[src/kpc_pkg.sv]
// kpc_pkg: constants, types and register map of the port and keypad block
// assumes a 32-bit ahb-lite slave with word registers at byte address 4*index
package kpc_pkg;

  localparam int KPC_PORTS = 5;
  localparam int KPC_W = 8;
  localparam int KPC_KEY_PORT = 1;
  localparam int KPC_ALIAS_BIT = 10;

  typedef logic [7:0] kpc_byte_t;

  // register indices, byte address is four times the index
  localparam kpc_byte_t KPC_IDX_DATA [KPC_PORTS] = '{8'h80, 8'h90, 8'ha0, 8'hb0, 8'hc0};
  localparam kpc_byte_t KPC_IDX_MODE1 [KPC_PORTS] = '{8'hd4, 8'he6, 8'hd6, 8'hde, 8'hbe};
  localparam kpc_byte_t KPC_IDX_MODE2 [KPC_PORTS] = '{8'hd5, 8'he7, 8'hd7, 8'hcf, 8'hbf};
  localparam kpc_byte_t KPC_IDX_KEY_POL = 8'h9c;
  localparam kpc_byte_t KPC_IDX_KEY_EN = 8'h9d;
  localparam kpc_byte_t KPC_IDX_KEY_FLAGS = 8'h9e;
  localparam kpc_byte_t KPC_IDX_KEY_TYPE = 8'h9f;

  // reset values
  localparam kpc_byte_t KPC_LATCH_RST = 8'hff;
  localparam kpc_byte_t KPC_KEY_RST = 8'h00;
  localparam kpc_byte_t KPC_MODE1_FUSE_ON [KPC_PORTS] = '{8'hff, 8'hff, 8'hff, 8'hff, 8'hc7};
  localparam kpc_byte_t KPC_MODE1_FUSE_OFF [KPC_PORTS] = '{8'hff, 8'h00, 8'h00, 8'h00, 8'h03};
  localparam kpc_byte_t KPC_MODE2_RST [KPC_PORTS] = '{8'hff, 8'h00, 8'h00, 8'h00, 8'h03};

  // input buffers kept alive in power-down besides enabled key pins
  localparam kpc_byte_t KPC_PD_KEEP [KPC_PORTS] = '{8'h00, 8'h00, 8'h00, 8'h0c, 8'hc0};

  // pin mode, {first bit, second bit}
  typedef enum logic [1:0] {
    KPC_MODE_QUASI = 2'b00,
    KPC_MODE_PUSH = 2'b01,
    KPC_MODE_INPUT = 2'b10,
    KPC_MODE_ODRAIN = 2'b11
  } kpc_mode_e;

  // bus data-phase state
  typedef enum logic [0:0] {
    KPC_BUS_OPEN = 1'b0,
    KPC_BUS_RDWAIT = 1'b1
  } kpc_bus_e;

  // pad controls for one port
  typedef struct packed {
    logic [7:0] drv;
    logic [7:0] oe_n;
    logic [7:0] weak_pu;
    logic [7:0] vweak_pu;
    logic [7:0] in_en;
  } kpc_pad_s;

endpackage

[src/kpc_port_ctrl.sv]
// kpc_port_ctrl: five 8-bit ports with mode control and eight keypad irq pins
// assumes an ahb-lite master on hclk, pad inputs synchronous to hclk,
// and a fuse strap that is steady from reset onward
//
// Summary of operation
// - eight port-one sources share one irq
// - key enable bit gates each pin's flag
// - type bit: 0 level, 1 edge
// - polarity: 0 low/falling, 1 high/rising
// - port-one pins sampled every clock
// - level needs two consecutive matching samples
// - edge when sample differs in chosen direction
// - detected enabled condition sets sticky flag
// - reads keep flags; writing zeros clears
// - writing one sets a flag
// - enabled key irq wakes idle, power-down
// - enabled key input buffers stay on in power-down
// - power-down disables other inputs except few
// - two mode bits pick four pin modes
// - ports one-three reset per tristate fuse
// - port zero fixed reset modes; port four partly per fuse
// - first mode register resets of ports one-four follow fuse
// - quasi strong pull-up one clock on rise
// - push-pull drives high; open-drain low only
// - plain read pins, rmw read latch
`timescale 1ns/1ps

module kpc_port_ctrl
  import kpc_pkg::*;
#(
  parameter int KEY_PINS = KPC_W
) (
  input wire logic hclk,
  input wire logic hresetn,
  input wire logic hsel,
  input wire logic [31:0] haddr,
  input wire logic [1:0] htrans,
  input wire logic hwrite,
  input wire logic [2:0] hsize,
  input wire logic [31:0] hwdata,
  input wire logic hready,
  output logic hreadyout,
  output logic hresp,
  output logic [31:0] hrdata,
  input wire logic tristate_fuse,
  input wire logic power_down,
  input wire logic [KPC_PORTS-1:0][7:0] pad_in,
  output kpc_pad_s [KPC_PORTS-1:0] pad_ctl,
  output logic key_irq,
  output logic wake_req
);

  initial begin
    if (KEY_PINS < 1 || KEY_PINS > KPC_W) begin
      $error("KEY_PINS must lie between 1 and 8");
    end
  end

  localparam logic [7:0] KEY_MASK = 8'((9'h001 << KEY_PINS) - 9'h001);

  // bus state
  kpc_bus_e bus_state;
  logic dp_valid;
  logic dp_write;
  logic dp_high_ok;
  logic [10:0] dp_addr;
  logic [7:0] dp_idx;
  logic dp_alias;
  logic acc_take;
  logic wr_strobe;
  logic [7:0] rd_mux;

  // registers
  logic [KPC_PORTS-1:0][7:0] port_latch;
  logic [KPC_PORTS-1:0][7:0] latch_prev;
  logic [KPC_PORTS-1:0][7:0] mode_first;
  logic [KPC_PORTS-1:0][7:0] mode_second;
  logic [7:0] key_polarity_select;
  logic [7:0] key_irq_enable;
  logic [7:0] key_irq_flags;
  logic [7:0] key_detect_type;
  logic fuse_done;

  // key detection
  logic [7:0] key_s1;
  logic [7:0] key_s2;
  logic [7:0] lvl_hit;
  logic [7:0] edge_hit;
  logic [7:0] key_set;
  logic [7:0] next_key_irq_flags;

  // write strobes
  logic [KPC_PORTS-1:0] wr_latch;
  logic [KPC_PORTS-1:0] wr_mode1;
  logic [KPC_PORTS-1:0] wr_mode2;
  logic wr_key_pol;
  logic wr_key_en;
  logic wr_key_flags;
  logic wr_key_type;

  // ---------------------------------------------------------------
  // ahb-lite address phase capture
  assign acc_take = hready & hsel & htrans[1];

  always_ff @(posedge hclk or negedge hresetn) begin
    if (!hresetn) begin
      dp_valid <= 1'b0;
      dp_write <= 1'b0;
      dp_high_ok <= 1'b0;
      dp_addr <= 11'h000;
    end else if (hready) begin
      dp_valid <= acc_take;
      dp_write <= hwrite;
      dp_high_ok <= (haddr[31:11] == 21'h000000);
      dp_addr <= haddr[10:0];
    end
  end

  // reads take one wait state so hrdata comes from a flop
  always_ff @(posedge hclk or negedge hresetn) begin
    if (!hresetn) begin
      bus_state <= KPC_BUS_OPEN;
    end else begin
      case (bus_state)
        KPC_BUS_OPEN: begin
          if (acc_take && !hwrite) begin
            bus_state <= KPC_BUS_RDWAIT;
          end
        end
        KPC_BUS_RDWAIT: begin
          bus_state <= KPC_BUS_OPEN;
        end
        default: begin
          bus_state <= KPC_BUS_OPEN;
        end
      endcase
    end
  end

  always_ff @(posedge hclk or negedge hresetn) begin
    if (!hresetn) begin
      hrdata <= 32'h00000000;
    end else if (bus_state == KPC_BUS_RDWAIT) begin
      hrdata <= {24'h000000, rd_mux};
    end
  end

  assign hreadyout = (bus_state == KPC_BUS_OPEN);
  assign hresp = 1'b0;
  assign dp_idx = dp_addr[9:2];
  assign dp_alias = dp_addr[KPC_ALIAS_BIT];
  assign wr_strobe = dp_valid & dp_write & dp_high_ok;

  // write decode
  always_comb begin
    wr_latch = '0;
    wr_mode1 = '0;
    wr_mode2 = '0;
    wr_key_pol = 1'b0;
    wr_key_en = 1'b0;
    wr_key_flags = 1'b0;
    wr_key_type = 1'b0;
    for (int p = 0; p < KPC_PORTS; p++) begin
      if (dp_idx == KPC_IDX_DATA[p]) begin
        wr_latch[p] = wr_strobe;
      end else if (dp_idx == KPC_IDX_MODE1[p] && !dp_alias) begin
        wr_mode1[p] = wr_strobe;
      end else if (dp_idx == KPC_IDX_MODE2[p] && !dp_alias) begin
        wr_mode2[p] = wr_strobe;
      end
    end
    if (dp_alias) begin
      wr_key_pol = 1'b0;
    end else if (dp_idx == KPC_IDX_KEY_POL) begin
      wr_key_pol = wr_strobe;
    end else if (dp_idx == KPC_IDX_KEY_EN) begin
      wr_key_en = wr_strobe;
    end else if (dp_idx == KPC_IDX_KEY_FLAGS) begin
      wr_key_flags = wr_strobe;
    end else if (dp_idx == KPC_IDX_KEY_TYPE) begin
      wr_key_type = wr_strobe;
    end
  end

  // read mux; unmapped reads give zero
  always_comb begin
    rd_mux = 8'h00;
    if (!dp_high_ok) begin
      rd_mux = 8'h00;
    end else if (!dp_alias && dp_idx == KPC_IDX_KEY_POL) begin
      rd_mux = key_polarity_select;
    end else if (!dp_alias && dp_idx == KPC_IDX_KEY_EN) begin
      rd_mux = key_irq_enable;
    end else if (!dp_alias && dp_idx == KPC_IDX_KEY_FLAGS) begin
      rd_mux = key_irq_flags;
    end else if (!dp_alias && dp_idx == KPC_IDX_KEY_TYPE) begin
      rd_mux = key_detect_type;
    end else begin
      for (int p = 0; p < KPC_PORTS; p++) begin
        if (dp_idx == KPC_IDX_DATA[p]) begin
          rd_mux = dp_alias ? port_latch[p] : pad_in[p];
        end else if (!dp_alias && dp_idx == KPC_IDX_MODE1[p]) begin
          rd_mux = mode_first[p];
        end else if (!dp_alias && dp_idx == KPC_IDX_MODE2[p]) begin
          rd_mux = mode_second[p];
        end
      end
    end
  end

  // ---------------------------------------------------------------
  // fuse strap is caught on the first edge after reset release
  always_ff @(posedge hclk or negedge hresetn) begin
    if (!hresetn) begin
      fuse_done <= 1'b0;
    end else begin
      fuse_done <= 1'b1;
    end
  end

  // ---------------------------------------------------------------
  // per-port registers and pad drive
  genvar gp, gb;
  generate
    for (gp = 0; gp < KPC_PORTS; gp++) begin : g_port
      logic [7:0] in_keep;

      always_ff @(posedge hclk or negedge hresetn) begin
        if (!hresetn) begin
          port_latch[gp] <= KPC_LATCH_RST;
        end else if (wr_latch[gp]) begin
          port_latch[gp] <= hwdata[7:0];
        end
      end

      always_ff @(posedge hclk or negedge hresetn) begin
        if (!hresetn) begin
          latch_prev[gp] <= KPC_LATCH_RST;
        end else begin
          latch_prev[gp] <= port_latch[gp];
        end
      end

      always_ff @(posedge hclk or negedge hresetn) begin
        if (!hresetn) begin
          mode_first[gp] <= KPC_MODE1_FUSE_OFF[gp];
        end else if (!fuse_done) begin
          mode_first[gp] <= tristate_fuse ? KPC_MODE1_FUSE_ON[gp]
                                          : KPC_MODE1_FUSE_OFF[gp];
        end else if (wr_mode1[gp]) begin
          mode_first[gp] <= hwdata[7:0];
        end
      end

      always_ff @(posedge hclk or negedge hresetn) begin
        if (!hresetn) begin
          mode_second[gp] <= KPC_MODE2_RST[gp];
        end else if (wr_mode2[gp]) begin
          mode_second[gp] <= hwdata[7:0];
        end
      end

      // power-down input buffer gating
      if (gp == KPC_KEY_PORT) begin : g_keep_key
        assign in_keep = KPC_PD_KEEP[gp] | (key_irq_enable & KEY_MASK);
      end else begin : g_keep_fixed
        assign in_keep = KPC_PD_KEEP[gp];
      end
      assign pad_ctl[gp].in_en = power_down ? in_keep : 8'hff;

      for (gb = 0; gb < KPC_W; gb++) begin : g_bit
        kpc_mode_e mode;
        logic lat;
        logic rise;

        assign mode = kpc_mode_e'({mode_first[gp][gb], mode_second[gp][gb]});
        assign lat = port_latch[gp][gb];
        assign rise = lat & ~latch_prev[gp][gb];

        always_comb begin
          pad_ctl[gp].drv[gb] = 1'b0;
          pad_ctl[gp].oe_n[gb] = 1'b1;
          pad_ctl[gp].weak_pu[gb] = 1'b0;
          pad_ctl[gp].vweak_pu[gb] = 1'b0;
          case (mode)
            KPC_MODE_QUASI: begin
              pad_ctl[gp].drv[gb] = rise;
              pad_ctl[gp].oe_n[gb] = lat & ~rise;
              pad_ctl[gp].weak_pu[gb] = lat & pad_in[gp][gb];
              pad_ctl[gp].vweak_pu[gb] = lat;
            end
            KPC_MODE_PUSH: begin
              pad_ctl[gp].drv[gb] = lat;
              pad_ctl[gp].oe_n[gb] = 1'b0;
            end
            KPC_MODE_INPUT: begin
              pad_ctl[gp].oe_n[gb] = 1'b1;
            end
            KPC_MODE_ODRAIN: begin
              pad_ctl[gp].oe_n[gb] = lat;
            end
            default: begin
              pad_ctl[gp].oe_n[gb] = 1'b1;
            end
          endcase
        end
      end
    end
  endgenerate

  // ---------------------------------------------------------------
  // keypad configuration registers
  always_ff @(posedge hclk or negedge hresetn) begin
    if (!hresetn) begin
      key_polarity_select <= KPC_KEY_RST;
    end else if (wr_key_pol) begin
      key_polarity_select <= hwdata[7:0] & KEY_MASK;
    end
  end

  always_ff @(posedge hclk or negedge hresetn) begin
    if (!hresetn) begin
      key_irq_enable <= KPC_KEY_RST;
    end else if (wr_key_en) begin
      key_irq_enable <= hwdata[7:0] & KEY_MASK;
    end
  end

  always_ff @(posedge hclk or negedge hresetn) begin
    if (!hresetn) begin
      key_detect_type <= KPC_KEY_RST;
    end else if (wr_key_type) begin
      key_detect_type <= hwdata[7:0] & KEY_MASK;
    end
  end

  // port-one samples, one per clock
  always_ff @(posedge hclk or negedge hresetn) begin
    if (!hresetn) begin
      key_s1 <= 8'h00;
      key_s2 <= 8'h00;
    end else begin
      key_s1 <= pad_in[KPC_KEY_PORT];
      key_s2 <= key_s1;
    end
  end

  assign lvl_hit = ~(key_s1 ^ key_polarity_select) & ~(key_s2 ^ key_polarity_select);
  assign edge_hit = (key_s1 ^ key_s2) & ~(key_s1 ^ key_polarity_select);
  assign key_set = ((key_detect_type & edge_hit) | (~key_detect_type & lvl_hit))
                   & key_irq_enable & KEY_MASK;

  // flags: write value stands, hardware sets on top
  always_comb begin
    if (wr_key_flags) begin
      next_key_irq_flags = (hwdata[7:0] & KEY_MASK) | key_set;
    end else begin
      next_key_irq_flags = key_irq_flags | key_set;
    end
  end

  always_ff @(posedge hclk or negedge hresetn) begin
    if (!hresetn) begin
      key_irq_flags <= KPC_KEY_RST;
    end else begin
      key_irq_flags <= next_key_irq_flags;
    end
  end

  assign key_irq = |key_irq_flags;
  assign wake_req = (|key_irq_flags) | (|key_set);

endmodule

[config.mk]
export PLATFORM = sky130hd
export DESIGN_NAME = kpc_port_ctrl
export DESIGN_NICKNAME = d
export VERILOG_FILES = /design/src/kpc_pkg.sv /design/src/kpc_port_ctrl.sv
export SDC_FILE = /design/constraint.sdc
export NUM_CORES = 1
export LEC_CHECK = 0
export BUFFER_PORTS_ARGS = -buffer_cell sky130_fd_sc_hd__buf_2
export CAP_MARGIN = 20
export CORE_ASPECT_RATIO = 0.75
export CORE_MARGIN = 3
export CORE_UTILIZATION = 35
export DETAILED_ROUTE_END_ITERATION = 8
export HOLD_SLACK_MARGIN = 0.02
export PLACE_DENSITY = 0.6
export RECOVER_POWER = 100
export SLEW_MARGIN = 10
export SYNTH_ARGS = -nofsm -noshare
export SYNTH_HDL_FRONTEND = slang
export SYNTH_SLANG_ARGS = --single-unit
[constraint.sdc]
create_clock -name hclk -period 3.49 [get_ports hclk]
set_input_delay 0.349 -clock hclk [delete_from_list [all_inputs] [get_ports hclk]]
set_output_delay 0.349 -clock hclk [all_outputs]
set_load 0.05 [all_outputs]
Word-level counts from Yosys, hierarchy flattened
Cells that the tools add are included.
W data, S select, Z words.
{"block": "totals", "memories": 0, "out_inout_bits": 236, "ff_bits": 232, "mem_bits_ro": 0, "ram_bits": 0, "latchBits": 0}
{"block": "op_classes", "muxes": 248, "n_mul": 0, "n_shift": 0, "n_addsub": 0, "n_reduce_logical": 60, "magnitude_cmp": 0, "div": 0, "bitwise_logic": 220, "eq_ne": 144}
{"cell": "$mux W8", "n": 41}
{"cell": "$eq A2 B2 Y1 const B", "n": 80}
{"cell": "$pmux W1 S4", "n": 40}
{"cell": "$eq A8 B8 Y1 const B", "n": 19}
{"cell": "$mux W1", "n": 125}
{"cell": "$and A1 B1 Y1", "n": 124}
{"cell": "$pmux W1 S2", "n": 41}
{"cell": "$not A1 Y1", "n": 81}
{"cell": "$eq A2 B1 Y1 const B", "n": 40}
{"cell": "$logic_not A2 Y1", "n": 40}
{"cell": "$and A8 B8 Y8", "n": 5}
{"cell": "$not A8 Y8", "n": 3}
{"cell": "$or A8 B8 Y8", "n": 3}
{"cell": "$xor A8 B8 Y8", "n": 3}
{"cell": "$logic_not A21 Y1", "n": 1}
{"cell": "$reduce_or A8 Y1", "n": 2}
{"cell": "$logic_and A1 B1 Y1", "n": 15}
{"cell": "$ne A2 B1 Y1 const B", "n": 5}
{"cell": "$mux W6", "n": 1}
{"cell": "$logic_not A1 Y1", "n": 2}
{"cell": "$or A1 B1 Y1", "n": 1}

Longest topological paths before layout
{"block": "depth", "depth_word": 22, "depth_mapped": 9}

Worst setup path before layout
No wires, ideal clock.
{"block": "synth_path", "path_type": "register to output", "from": "register port_latch, in the netlist g_port[3].g_bit[6].lat", "to": "output pad_ctl[142] (netlist bit)", "stages_incl_launch_ff": 4, "t_arrival_ps": 1821, "setup_slack_ps": 1320, "n_path_buf": 0, "t_required_ps": 3141, "cell_sequence": "dfstp_2 nand2b_1 nor2_1 and2_1"}
{"element": "from (decl)", "line_no": "kpc_port_ctrl.sv:74", "text": "logic [KPC_PORTS-1:0][7:0] port_latch;"}
{"element": "from (signal, indexed assignment)", "line_no": "kpc_port_ctrl.sv:232", "text": "port_latch[gp] <= hwdata[7:0];"}
{"element": "to (decl)", "line_no": "kpc_port_ctrl.sv:48", "text": "output kpc_pad_s [KPC_PORTS-1:0] pad_ctl,"}

Worst setup path in the final report
{"block": "layout_path", "from": "register dp_addr[10]", "to": "register hrdata[1]"}
{"block": "layout_between", "elab_chain_len": 22, "elab_cells_between_ends": 40, "cone_classes": "mux: 25; reduce/logical: 15"}
{"element": "from (decl)", "line_no": "kpc_port_ctrl.sv:66", "text": "logic [10:0] dp_addr;"}
{"element": "from (signal assigned)", "line_no": "kpc_port_ctrl.sv:115", "text": "dp_addr <= haddr[10:0];"}
{"element": "$logic_not A1 Y1"}
{"element": "$logic_and A1 B1 Y1", "line_no": "kpc_port_ctrl.sv:204", "text": "end else if (!dp_alias && dp_idx == KPC_IDX_MODE2[p]) begin"}
{"element": "$mux W8", "line_no": "kpc_port_ctrl.sv:204"}
{"element": "$mux W8", "line_no": "kpc_port_ctrl.sv:202", "text": "end else if (!dp_alias && dp_idx == KPC_IDX_MODE1[p]) begin"}
{"element": "$mux W8", "line_no": "kpc_port_ctrl.sv:200", "text": "if (dp_idx == KPC_IDX_DATA[p]) begin"}
{"element": "$mux W8", "line_no": "kpc_port_ctrl.sv:204"}
{"element": "$mux W8", "line_no": "kpc_port_ctrl.sv:202"}
{"element": "$mux W8", "line_no": "kpc_port_ctrl.sv:200"}
{"element": "[6 not listed]"}
{"element": "$mux W8", "line_no": "kpc_port_ctrl.sv:204"}
{"element": "$mux W8", "line_no": "kpc_port_ctrl.sv:202"}
{"element": "$mux W8", "line_no": "kpc_port_ctrl.sv:200"}
{"element": "$mux W8", "line_no": "kpc_port_ctrl.sv:196", "text": "end else if (!dp_alias && dp_idx == KPC_IDX_KEY_TYPE) begin"}
{"element": "$mux W8", "line_no": "kpc_port_ctrl.sv:194", "text": "end else if (!dp_alias && dp_idx == KPC_IDX_KEY_FLAGS) begin"}
{"element": "$mux W8", "line_no": "kpc_port_ctrl.sv:192", "text": "end else if (!dp_alias && dp_idx == KPC_IDX_KEY_EN) begin"}
{"element": "$mux W8 *", "line_no": "kpc_port_ctrl.sv:190", "text": "end else if (!dp_alias && dp_idx == KPC_IDX_KEY_POL) begin"}
{"element": "$mux W8 *", "line_no": "kpc_port_ctrl.sv:188", "text": "if (!dp_high_ok) begin"}
{"element": "to (signal assigned)", "line_no": "kpc_port_ctrl.sv:144", "text": "hrdata <= {24'h000000, rd_mux};"}
{"element": "to (decl)", "line_no": "kpc_port_ctrl.sv:44", "text": "output logic [31:0] hrdata,"}
Mark *: on every way between the ends. The rest lies on a longest branch, timed or not.
A chain may end at the register's enable or synchronous reset.

==> impl_metrics.toml <==
[final_layout]
seqCellArea_mm2 = 0.00588
n_fill_cell = 3554
multi_input_area_mm2 = 0.00592
fin_cells = 2007
syn_to_final_growth_pct = 17.5
fin_area_mm2 = 0.0147
nNetsFinal = 1648
antennaDiodeCount = 0
drive_above_1_share_pct = 21.3

[synthesis]
synth-simple-area-share_pct = 17.8
synth.avg_cell_area_um2 = 9.93
synthAdderAreaFrac_pct = 0
ys_warn_count = 0
synth-edff-count = 0
ys_ff_latch = 230
synthXorXnorAreaFrac_pct = 0.559
seq_area_frac_synth_pct = 46.9
netlist_top_cells_area = "dfrtp_1 (26%), dfstp_2 (21%), mux2_2 (11%)"
synth_top_family_by_area = "simple AND/OR/NAND/NOR gates"
async_flop_share_pct = 100
yosysTopAreaCellShare_pct = 26.0
synthCells = 1262
synth-compound-area-share_pct = 12.9
synth_area_mm2 = 0.0125
synthMuxAreaShare_pct = 15.3
synthDistinctLibCells = 67
synth_flop_cell = "dfrtp_1"
synth_area_leader_cell = "dfrtp_1"

[routing]
ant_nets = 0
drcViolationCount = 0
wirelength_um = 43400
wl_per_cell_um = 21.6
vias = 10800
dr.first_iter.drc_count = 917
firstDrtPassIters = 5
vias_per_cell = 5.38

[timing]
tightest_slew_ps = 2200
min_period_ps = 3100
rsz0062_at_grt = "false"
hold_viol = 0
fmax_mhz = 322
skew_ps = 19.0
finalCritPeriodShare_pct = 88.9
slew_headroom_pct = -46.4
tns_ps = 0
slew_violations = 84
setup_viol = 0
hold_ws_ps = 67.7

[die]
rows = 59
ioPinCount = 352
die_h_um = 170
fp.coreArea_mm2 = 0.0350
die_w_um = 225
floorplan.die_area_mm2 = 0.0381
start_util_pct = 35.8

[run_status]
status = "finished, violations left"
violations = "max-capacitance violations, max-slew violations"

[grt]
grt_max_degree = 85
grt_pass1_wl_um = 63700
antenna_found_initial = 1
grt_remaining_overflow = 0
grt_usage_pct = 21.8
grt_pass1_vias = 10200

[setup_path]
startpoint_type = "flop"
end_kind = "flop"
cp_max_fo = 18
worstPathArrival_ps = 3510
crit_type = "reg2reg"
crit_required_ps = 3900

[clock_tree]
post_cts_buffers = 0
clk_pin_slew_ps = 70
clockBufferDepth = 3
htreeDepth = 1
clock_tree.root_cell = "clkbuf_16"
clkLatencyLatePin_ps = 540
cts_tree = "yes"
numClockSinks = 230
cts_resized = 0
cts_buffers = 24

[run]
cap_violations = 1

[placed_design]
place_congestion = 0.903
hpwl_um = 32300
placedCellCount = 1953
portBuffers = 292
placed_cell_area_mm2 = 0.0142

[pwr]
leakagePower_nw = 6.24
vdd_drop_max_uv = 245
fin_total_pwr_mw = 6.68
power_density_mw_per_mm2 = 454

[hold_path]
min_path_type = "in2reg"
path summary, 6_finish.rpt:
path	from	to	slack (ps)	cells after the start
max in group asynchronous	hresetn	latch_prev[35]	1000	3
setup reg to reg	dp_addr[10]	hrdata[1]	390	7
setup / recovery	dp_addr[10]	hrdata[1]	390	7
min in group asynchronous	hresetn	key_s1[0]	1000	2
hold reg to reg	g_port[4].g_bit[3].lat	latch_prev[35]	400	0
hold / removal	haddr[10]	dp_addr[10]	70	2
cells in the mapped netlist, types with 3 or more instances:
cell type and instances:
dfrtp_1 130, nor2_1 124, mux2_2 123, o21ai_0 102
dfstp_2 100, nand2_1 95, buf_4 57, mux2i_1 53
nor2b_1 48, a21oi_1 47, and2_1 44, inv_1 38
clkbuf_1 28, nand2b_1 26, nor3_1 23, o22ai_1 21
nand3_1 18, buf_2 17, o211ai_1 16, a211oi_1 15
nor4_1 11, and3_1 10, o21ai_1 9, o221ai_1 9
xor2_1 8, a22o_1 6, nand4_1 5, or3_1 5
or4_1 5, a211o_1 4, a221o_1 4, buf_6 4
a22oi_1 3, o2111ai_1 3, o221a_2 3, o22a_1 3
or2_2 3
metal layers:
layer | up-vias | wire length [um] | part of all wire, % | track usage [%]
met5 | - | 0 | 0 | 0
li1 | 4923 | - | - | -
met2 | 459 | 18500 | 43 | 32.8
met4 | 0 | 1070 | 2.5 | 4.83
met1 | 5353 | 20300 | 47 | 32.0
met3 | 67 | 3560 | 8.2 | 5.04
cell usage in the layout, fill, tap and decap left out, drive strengths merged, types with 4 or more instances in the layout:
cell type	count
a211o	4
a211oi	16
a21oi	49
a221o	4
a22o	6
and2	44
and3	10
buf	89
clkbuf	259
clkinv	11
conb	30
dfrtp	130
dfstp	100
dlygate4sd3	10
inv	38
mux2	123
mux2i	53
nand2	96
nand2b	26
nand3	18
nand4	5
nor2	125
nor2b	48
nor3	26
nor4	11
o211ai	16
o21ai	112
o221ai	9
o22ai	21
or2	4
or3	5
or4	7
xor2	8
what timing repair did:
item                                    CTS  global route
endpoints found under the setup margin    0             0
hold buffers                              9             1
hold endpoints to repair                 56             1
metrics by stage:
stage	util (%)	setup slack (ps)
after CTS	43.1	678
after global routing	42.1	325
final	42.1	389
after floorplan	-	1320
after detailed placement	40.6	699
after global placement	40.6	728
report_power, final:
| part | leakage (nW) | switching, mW | total, mW | internal [mW] |
|---|---|---|---|---|
| sequential | 2.62 | 0.157 | 2.97 | 2.81 |
| clock | 0.375 | 1.11 | 2.50 | 1.38 |
| combinational | 3.25 | 0.918 | 1.22 | 0.303 |
| total | 6.24 | 2.19 | 6.68 | 4.49 |
area by class of cell:
type	instances	share of cell area [%]
Clock inverter	11	0.467
Multi-Input combinational cell	912	40.2
Clock buffer	33	4.65
Inverter	39	0.994
Tap cell	457	3.88
Sequential cell	230	39.9
Timing Repair Buffer	325	9.89
registers in the layout (all words and copies together) (netlist names):
name and flops:
dp_addr 9, g_port.in_keep 8, dp_valid 1, latch_prev 40, hrdata 8, key_detect_type 8
fuse_done 1, g_port.g_bit.mode 80, key_s1 8, g_port.g_bit.lat 40, dp_write 1, bus_state 1
key_s2 8, key_polarity_select 8, dp_high_ok 1, key_irq_flags 8
cell families after synthesis:
logic type / count (synthesis)
simple gates: 437
compound gates: 261
flops: 230
mux: 176
buf+inv: 148
xor+xnor: 8
other cells: 2
critical path: stages, from the launching register on:
cell and delay (ps):
dfrtp_1 660, buf_4 390, nor3b_1 330, nand3_1 330, o221a_2 370, a21oi_1 320, o21ai_1 220, a221o_1 350
(Power assumes the default switching activity.)
